File: config.mk
export PLATFORM = sky130hd
export DESIGN_NAME = aux_pin_bank
export DESIGN_NICKNAME = d
export VERILOG_FILES = /design/src/design/aux_pin_pkg.sv /design/src/design/aux_pin_reg_store.sv /design/src/design/aux_pin_bank.sv
export VERILOG_INCLUDE_DIRS = /design/src /design/src/design
export SDC_FILE = /design/constraint.sdc
export NUM_CORES = 1
export LEC_CHECK = 0
export ABC_AREA = 1
export ABC_CLOCK_PERIOD_IN_PS = 3800
export BUFFER_PORTS_ARGS = -buffer_cell sky130_fd_sc_hd__buf_2
export CAP_MARGIN = 0
export CORE_ASPECT_RATIO = 0.7
export CORE_MARGIN = 2
export CORE_UTILIZATION = 55
export CTS_BUF_LIST = sky130_fd_sc_hd__clkbuf_4
export DETAILED_ROUTE_END_ITERATION = 6
export PLACE_DENSITY = 0.77
export SKIP_LAST_GASP = 1
export SYNTH_ARGS = -nofsm -noshare
export SYNTH_HDL_FRONTEND = slang
export SYNTH_SLANG_ARGS = --single-unit
File: constraint.sdc
create_clock -name sys_clk_i -period 3.8 [get_ports sys_clk_i]
set_input_delay 0.76 -clock sys_clk_i [delete_from_list [all_inputs] [get_ports sys_clk_i]]
set_output_delay 0.76 -clock sys_clk_i [all_outputs]
set_load 0.03 [all_outputs]
File: src/design/aux_pin_regs.svh
// register offsets, field positions, reset values and selector codes for the aux pin bank
// assumes an 8-bit register port with byte addresses from the management bus engine
`ifndef AUX_PIN_REGS_SVH
`define AUX_PIN_REGS_SVH

`define ADDR_RESET 8'h01
`define ADDR_PIN0_SETUP 8'h02
`define ADDR_PIN1_SETUP 8'h03
`define ADDR_PIN2_SETUP 8'h04
`define ADDR_LEVELS_IN 8'h05
`define ADDR_LEVELS_OUT 8'h06
`define ADDR_EMPHASIS 8'h20

`define SETUP_RESET_VAL 8'h05
`define LEVELS_OUT_RESET_VAL 3'h0
`define EMPHASIS_RESET_VAL 3'h0
`define PIN_RESET_VAL 3'h0
`define OE_N_RESET_VAL 3'h7
`define RDATA_RESET_VAL 8'h00
`define EMPH_LEVEL_RESET_VAL 2'h0
`define SOFT_RESET_BIT 0
`define EMPH_OVERRIDE_BIT 2

`define PULL_NONE 2'h0
`define PULL_DOWN 2'h1
`define PULL_UP 2'h2

`define P0_SEL_SOFT 4'h0
`define P0_SEL_LINK_LOSS 4'h1
`define P0_SEL_CLK_LOS 4'h3
`define P0_SEL_CLK_DET 4'h4
`define P1_SEL_POR 4'h0
`define P1_SEL_SOFT 4'h1
`define P1_SEL_PLL_LOCK 4'h2
`define P1_SEL_LANE_BASE 4'h3
`define P1_SEL_LANE_LAST 4'h7
`define P2_SEL_SOFT 4'h0
`define P2_SEL_AON_CLK 4'h1
`define P2_SEL_SER_CLK 4'h2
`define P2_SEL_DIG_CLK 4'h4

`define NUM_PINS 3
`define NUM_LANES 5

`endif

File: src/design/aux_pin_pkg.sv
// types for the aux pin bank
// assumes aux_pin_regs.svh supplies the numeric constants
package aux_pin_pkg;

  typedef struct packed {
    logic [3:0] source_select;
    logic [1:0] pull_control;
    logic input_enable;
    logic output_enable;
  } pin_setup_t;

  typedef struct packed {
    logic override_en;
    logic [1:0] level;
  } emphasis_t;

  typedef struct packed {
    logic link_loss;
    logic clk_los;
    logic clk_detect;
    logic pll_lock;
    logic por;
    logic [4:0] lane_los;
    logic aon_clk;
    logic ser_clk;
    logic dig_clk;
  } status_t;

  typedef struct packed {
    logic pull_up_en;
    logic pull_down_en;
    logic in_buf_en;
  } pad_ctrl_t;

  typedef enum logic [1:0] {
    EMPH_NONE = 2'b00,
    EMPH_LOW = 2'b01,
    EMPH_MEDIUM = 2'b10,
    EMPH_HIGH = 2'b11
  } emph_level_t;

endpackage : aux_pin_pkg

File: src/design/aux_pin_reg_store.sv
// small register store for the three pin setup bytes
// assumes single-cycle writes from the bank's register port
`timescale 1ns/10ps
`include "aux_pin_regs.svh"
module aux_pin_reg_store (
  input wire logic sys_clk_i,
  input wire logic clear_i,
  input wire logic wr_en_i,
  input wire logic [1:0] wr_idx_i,
  input wire logic [7:0] wr_data_i,
  input wire logic [1:0] rd_idx_i,
  output logic [7:0] rd_data_o,
  output aux_pin_pkg::pin_setup_t [2:0] setup_o
);

  logic [2:0][7:0] mem_q;
  logic [2:0][7:0] mem_d;
  logic [7:0] rd_q;
  logic [7:0] rd_d;

  always_comb begin
    mem_d = mem_q;
    rd_d = 8'h00;
    if (clear_i) begin
      for (int i = 0; i < `NUM_PINS; i++) begin
        mem_d[i] = `SETUP_RESET_VAL;
      end
    end else if (wr_en_i && wr_idx_i < 2'h3) begin
      mem_d[wr_idx_i] = wr_data_i;
    end
    if (rd_idx_i < 2'h3) begin
      rd_d = mem_d[rd_idx_i];
    end
  end

  always_ff @(posedge sys_clk_i) begin
    mem_q <= mem_d;
    rd_q <= rd_d;
  end

  assign rd_data_o = rd_q;

  genvar g;
  generate
    for (g = 0; g < `NUM_PINS; g++) begin : g_setup
      assign setup_o[g] = aux_pin_pkg::pin_setup_t'(mem_q[g]);
    end
  endgenerate

endmodule : aux_pin_reg_store

File: src/design/aux_pin_bank.sv
// aux pin configuration bank: three pin setups, level registers, emphasis override
// assumes a management bus engine presents byte-wide register strobes, all synchronous to sys_clk_i
`timescale 1ns/10ps
`include "aux_pin_regs.svh"
module aux_pin_bank (
  input wire logic sys_clk_i,
  input wire logic rst_n_i,
  input wire logic reg_wr_i,
  input wire logic reg_rd_i,
  input wire logic [7:0] reg_addr_i,
  input wire logic [7:0] reg_wdata_i,
  output logic [7:0] reg_rdata_o,
  output logic soft_reset_o,
  input wire aux_pin_pkg::status_t status_i,
  input wire logic [2:0] pin_in_i,
  output logic [2:0] pin_out_o,
  output logic [2:0] pin_oe_n_o,
  output aux_pin_pkg::pad_ctrl_t [2:0] pad_ctrl_o,
  input wire logic [1:0] emph_pins_i,
  output aux_pin_pkg::emph_level_t emph_level_o
);

  logic clear;
  logic soft_reset_q;
  logic soft_reset_d;
  logic [2:0] levels_out_q;
  logic [2:0] levels_out_d;
  logic [2:0] levels_in_q;
  logic [2:0] levels_in_d;
  aux_pin_pkg::emphasis_t emph_q;
  aux_pin_pkg::emphasis_t emph_d;
  logic [2:0] pin_out_q;
  logic [2:0] pin_out_d;
  logic [2:0] oe_n_q;
  logic [2:0] oe_n_d;
  aux_pin_pkg::pad_ctrl_t [2:0] pad_q;
  aux_pin_pkg::pad_ctrl_t [2:0] pad_d;
  logic [7:0] rdata_q;
  logic [7:0] rdata_d;
  logic [1:0] emph_lvl_d;
  logic [1:0] emph_lvl_q;
  logic [7:0] store_rdata;
  logic store_hit_q;
  logic store_hit_d;
  logic store_wr;
  logic [1:0] store_idx;
  aux_pin_pkg::pin_setup_t [2:0] setup;
  logic [2:0] src;

  // software reset pulse lasts one cycle and, like hardware reset, clears the setup store, software levels and emphasis register
  assign clear = !rst_n_i || soft_reset_q;

  assign store_wr = reg_wr_i && !clear && (reg_addr_i >= `ADDR_PIN0_SETUP) && (reg_addr_i <= `ADDR_PIN2_SETUP);
  assign store_idx = 2'(reg_addr_i - `ADDR_PIN0_SETUP);

  // selector, pull, buffer fields all return to defaults here
  aux_pin_reg_store u_store (
    .sys_clk_i(sys_clk_i),
    .clear_i(clear),
    .wr_en_i(store_wr),
    .wr_idx_i(store_idx),
    .wr_data_i(reg_wdata_i),
    .rd_idx_i(store_idx),
    .rd_data_o(store_rdata),
    .setup_o(setup)
  );

  always_comb begin
    soft_reset_d = 1'b0;
    levels_out_d = levels_out_q;
    emph_d = emph_q;
    if (clear) begin
      levels_out_d = `LEVELS_OUT_RESET_VAL;
      emph_d = aux_pin_pkg::emphasis_t'(`EMPHASIS_RESET_VAL);
    end else if (reg_wr_i) begin
      case (reg_addr_i)
        `ADDR_RESET: soft_reset_d = reg_wdata_i[`SOFT_RESET_BIT];
        `ADDR_LEVELS_OUT: levels_out_d = reg_wdata_i[2:0];
        `ADDR_EMPHASIS: emph_d = aux_pin_pkg::emphasis_t'(reg_wdata_i[2:0]);
        default: ;
      endcase
    end
  end

  // pin source mux; reserved codes fall to low
  always_comb begin
    src[0] = 1'b0;
    case (setup[0].source_select)
      `P0_SEL_SOFT: src[0] = levels_out_q[0];
      `P0_SEL_LINK_LOSS: src[0] = status_i.link_loss;
      `P0_SEL_CLK_LOS: src[0] = status_i.clk_los;
      `P0_SEL_CLK_DET: src[0] = status_i.clk_detect;
      default: src[0] = 1'b0;
    endcase
    src[1] = 1'b0;
    if (setup[1].source_select >= `P1_SEL_LANE_BASE && setup[1].source_select <= `P1_SEL_LANE_LAST) begin
      src[1] = status_i.lane_los[3'(setup[1].source_select - `P1_SEL_LANE_BASE)];
    end else begin
      case (setup[1].source_select)
        `P1_SEL_POR: src[1] = status_i.por;
        `P1_SEL_SOFT: src[1] = levels_out_q[1];
        `P1_SEL_PLL_LOCK: src[1] = status_i.pll_lock;
        default: src[1] = 1'b0;
      endcase
    end
    case (setup[2].source_select)
      `P2_SEL_SOFT: src[2] = levels_out_q[2];
      `P2_SEL_AON_CLK: src[2] = status_i.aon_clk;
      `P2_SEL_SER_CLK: src[2] = status_i.ser_clk;
      `P2_SEL_DIG_CLK: src[2] = status_i.dig_clk;
      default: src[2] = 1'b0;
    endcase
  end

  // clock sources pass through a flop, so they reach the pin at most half the sys rate
  always_comb begin
    for (int i = 0; i < `NUM_PINS; i++) begin
      pin_out_d[i] = src[i];
      oe_n_d[i] = !setup[i].output_enable;
      pad_d[i].in_buf_en = setup[i].input_enable;
      pad_d[i].pull_down_en = (setup[i].pull_control == `PULL_DOWN);
      pad_d[i].pull_up_en = (setup[i].pull_control == `PULL_UP);
      // a disabled input buffer reads low
      levels_in_d[i] = pin_in_i[i] && setup[i].input_enable;
    end
  end

  always_comb begin
    emph_lvl_d = emph_q.override_en ? emph_q.level : emph_pins_i;
  end

  always_comb begin
    store_hit_d = 1'b0;
    rdata_d = rdata_q;
    if (reg_rd_i) begin
      rdata_d = 8'h00;
      case (reg_addr_i)
        `ADDR_PIN0_SETUP, `ADDR_PIN1_SETUP, `ADDR_PIN2_SETUP: store_hit_d = 1'b1;
        `ADDR_LEVELS_IN: rdata_d = {5'h00, levels_in_q};
        `ADDR_LEVELS_OUT: rdata_d = {5'h00, levels_out_q};
        `ADDR_EMPHASIS: rdata_d = {5'h00, emph_q};
        default: rdata_d = 8'h00;
      endcase
    end else if (store_hit_q) begin
      // store read register follows the address, so keep its byte until the next read
      rdata_d = store_rdata;
    end
  end

  // control group: soft reset pulse, software levels, emphasis register
  always_ff @(posedge sys_clk_i) begin
    if (!rst_n_i) begin
      soft_reset_q <= 1'b0;
      levels_out_q <= `LEVELS_OUT_RESET_VAL;
      emph_q <= aux_pin_pkg::emphasis_t'(`EMPHASIS_RESET_VAL);
    end else begin
      soft_reset_q <= soft_reset_d;
      levels_out_q <= levels_out_d;
      emph_q <= emph_d;
    end
  end

  // pin group: drivers stay released during reset so nothing fights the board
  always_ff @(posedge sys_clk_i) begin
    if (!rst_n_i) begin
      levels_in_q <= `PIN_RESET_VAL;
      pin_out_q <= `PIN_RESET_VAL;
      oe_n_q <= `OE_N_RESET_VAL;
      pad_q <= '0;
    end else begin
      levels_in_q <= levels_in_d;
      pin_out_q <= pin_out_d;
      oe_n_q <= oe_n_d;
      pad_q <= pad_d;
    end
  end

  // emphasis output group
  always_ff @(posedge sys_clk_i) begin
    if (!rst_n_i) begin
      emph_lvl_q <= `EMPH_LEVEL_RESET_VAL;
    end else begin
      emph_lvl_q <= emph_lvl_d;
    end
  end

  // read group
  always_ff @(posedge sys_clk_i) begin
    if (!rst_n_i) begin
      rdata_q <= `RDATA_RESET_VAL;
      store_hit_q <= 1'b0;
    end else begin
      rdata_q <= rdata_d;
      store_hit_q <= store_hit_d;
    end
  end

  assign reg_rdata_o = store_hit_q ? store_rdata : rdata_q;
  assign soft_reset_o = soft_reset_q;
  assign pin_out_o = pin_out_q;
  assign pin_oe_n_o = oe_n_q;
  assign pad_ctrl_o = pad_q;
  assign emph_level_o = aux_pin_pkg::emph_level_t'(emph_lvl_q);

endmodule : aux_pin_bank

==> metrics.txt <==
post-DR wirelength/cell=around 14 um; crit path max fanout=9; Setup violations, final=0; die width=94.68 um; Pre-antenna DRT Iters=5; PD cells=roughly 340 nW/um^2; r2r worst-path depth=7; Switching Share=between 20 and 30%; Setup CP Type=reg -> out; period utilisation layout=about 58%; RSZ-0062 raised after global routing=false; largest net degree at the start of global routing=29; initial antenna violation count=0; vias per std cell=approximately 5.3; clock transition at the registers of the reported paths=between 100 and 150 ps; CTS tree=done; post-synth top area share=43.00%; Slew Viols, Final=0; post-route cell area=roughly 3600 um^2; hold endpoint=pin_oe_n_o[1]$_SDFF_PN1_; # nets final=about 560; Worst R2R Start=u_store.setup_o[12]$_DFF_P_; vias in the first global route=~2800; final wirelength=~8.2 mm; Syn. warnings=0; max-cap violation count=0; root buf cell=clkbuf_4; Rel. slew slack=50.12%; Mapped Cells=459; Top FF cell, synth=dfxtp_1; core box area=around 5600 um^2; sequential share of power=about three fifths; Sw Pwr=around 0.00034 W; hold_buf cts=0; antenna diode count=0; FP Rows=23; Hold Vio Cnt, Final=0; clock buffer depth=2; Total Power=between 0.001 and 0.0015 W; Post-CTS Setup Inserts=0; Synth area leaders=dfxtp_1 43%, nand2_1 15%, nand3_1 10%; hold path start=u_store.setup_o[8]$_DFF_P_; Critical Path RT=3040 ps; Avg Inst Size Synth=6.897 um^2; Post-CTS Resized=0; Worst Skew=between 15 and 20 ps; top-count cell post-synth=nand2_1; startpoint types=register; total global routing overflow=0; cell taking the most area after synthesis=dfxtp_1; HP Class=reg -> reg; H-tree levels=3; FFs w/ async S/R, synth=0%; register area share after synthesis=a little over two fifths; Worst R2R Setup Slack=2120 ps; via count=about 3200; Iter 0 DRT Violations=375; clock net sink count=68; clock share of power=a little under a third; top-level I/O count=64; Final TNS setup=0 ps; Final min period=roughly 2200 ps; Final ANT Viol Nets=0; DRC=0; Mapped Nets=501; routability cong.=slightly below 0.9; hold depth=1; die area=between 6000 and 7000 um^2; Seq cells post-synth=around 70; Total GRT Usage=27.79%; reg-to-reg endpoint=pin_out_o[1]$_SDFF_PN0_; global-route wire length before repair=approximately 13 mm; clock insertion delay at the later pin of the skew report=roughly 420 ps; Synth cell types=31; mapped cell area=3166 um^2; initial core utilization=56.12%; critical path data arrival time=1440 ps; crit path capture type=primary output; Leak=around 1.8 nW; actual slew at the worst max-slew pin=747.4 ps; share of power burned in combinational logic=9.4%; CTS buffer count=9; Layout area overhead=14.03%; maximum vdd drop=between 0.2 and 0.25 mV; Post-synth EDFFs=0; Core Util, Final=between 60% and 70%; Commonest cells post-synth=128 x nand2_1, 68 x dfxtp_1, 65 x nand3_1; PortBufs=between 60 and 70; fraction of layout cells with a size suffix above 1=between 15 and 20%; Int Pwr=just under 0.0009 W; Die H=67.48 um; f_max=around 450 MHz; Cell Area, Placed=between 3000 and 4000 um^2; status=finished, final reports clean; post-DP HPWL=between 5 and 6 mm
## sequential cells by signal, summed over array words and instances (netlist names), 2 cells and up
| signal | flops |
|---|---|
| pad_ctrl_o | 9 |
| pin_oe_n_o | 3 |
| u_store.rd_data_o | 8 |
| levels_out_q | 3 |
| u_store.setup_o | 24 |
| pin_out_o | 3 |
| emph_level_o | 2 |
| emph_q | 3 |
| levels_in_q | 3 |
| rdata_q | 8 |
## power groups by stage
stage               Clock, W  Sequential [W]  Combinational (W)
floorplan                  0        0.000750          0.0000563
global placement           0        0.000740           0.000111
detailed placement         0        0.000740           0.000112
CTS                 0.000394        0.000723           0.000113
global route        0.000432        0.000725           0.000126
finish              0.000388        0.000723           0.000115
## layout make-up
cell class	instances	area (um^2)
inverters	48	180.2
repair buffers	67	345.3
multi-input cells	325	1524
fillers	571	2031
flip-flops and latches	68	1361
clock inverters	5	30.03
well taps	75	93.84
clock buffers	10	75.07
## cell families (layout without fill, tap and decap cells)
kind of cell               count (synthesis)  in the layout  synth area share, %
AOI/OAI and AO/OA                         76             76                12.93
adders and majority gates                  4              4                1.581
buffers and inverters                     66            130                8.853
DFF                                       68             68                43.00
and+or+nand+nor                          245            245                33.64
## through the flow
step                      setup slack, ps  instances  hold WS [ps]
after floorplan                      2028        459         379.5
after global placement               1365        583         398.4
after detailed placement             1347        583         393.3
after CTS                            1561        598         413.0
after global routing                 1403        598         441.0
final                                1598        598         417.1
## critical path, stage by stage (launching register included)
cell and delay [ps]:
dfxtp_1 490, inv_1 200, nand2_1 120, nand2_1 50, buf_2 170
## per-layer routing
| layer | vias up | track usage [%] | part of all wire, % |
|---|---|---|---|
| met4 | 0 | 5.616 | 0.96 |
| met3 | 12 | 10.16 | 11 |
| met2 | 165 | 40.87 | 41 |
| li1 | 1627 | - | - |
| met1 | 1390 | 39.36 | 47 |
| met5 | - | 0 | 0 |
## placed cells by master (no fill, tap or decap), types with 3 or more instances in the layout
master    instances
nor2_2            3
buf_4             4
clkbuf_4         10
nand2_1         128
a21oi_1          31
dfxtp_1          68
nor2_1           32
inv_1            44
buf_2            63
clkinv_2          3
nor3_1            4
nand4_1           3
a211oi_1          4
nand3_1          65
o21ai_1           6
ha_1              4
inv_2             3
o21ai_0          28
## how the worst max path moves through the flow
stage	startpoint	endpoint	slack, ps
floorplan	reg_addr_i[3]	u_store.rd_data_o[4]$_SDFF_PP0_	2030
global placement	reg_addr_i[3]	u_store.rd_data_o[3]$_SDFF_PP0_	1360
detailed placement	rst_n_i	soft_reset_o$_SDFF_PP0_	1350
CTS	store_hit_q$_SDFF_PN0_	reg_rdata_o[3]	1560
global route	store_hit_q$_SDFF_PN0_	reg_rdata_o[6]	1400
finish	store_hit_q$_SDFF_PN0_	reg_rdata_o[3]	1600
Note: power is estimated with default switching activity, not from simulation.
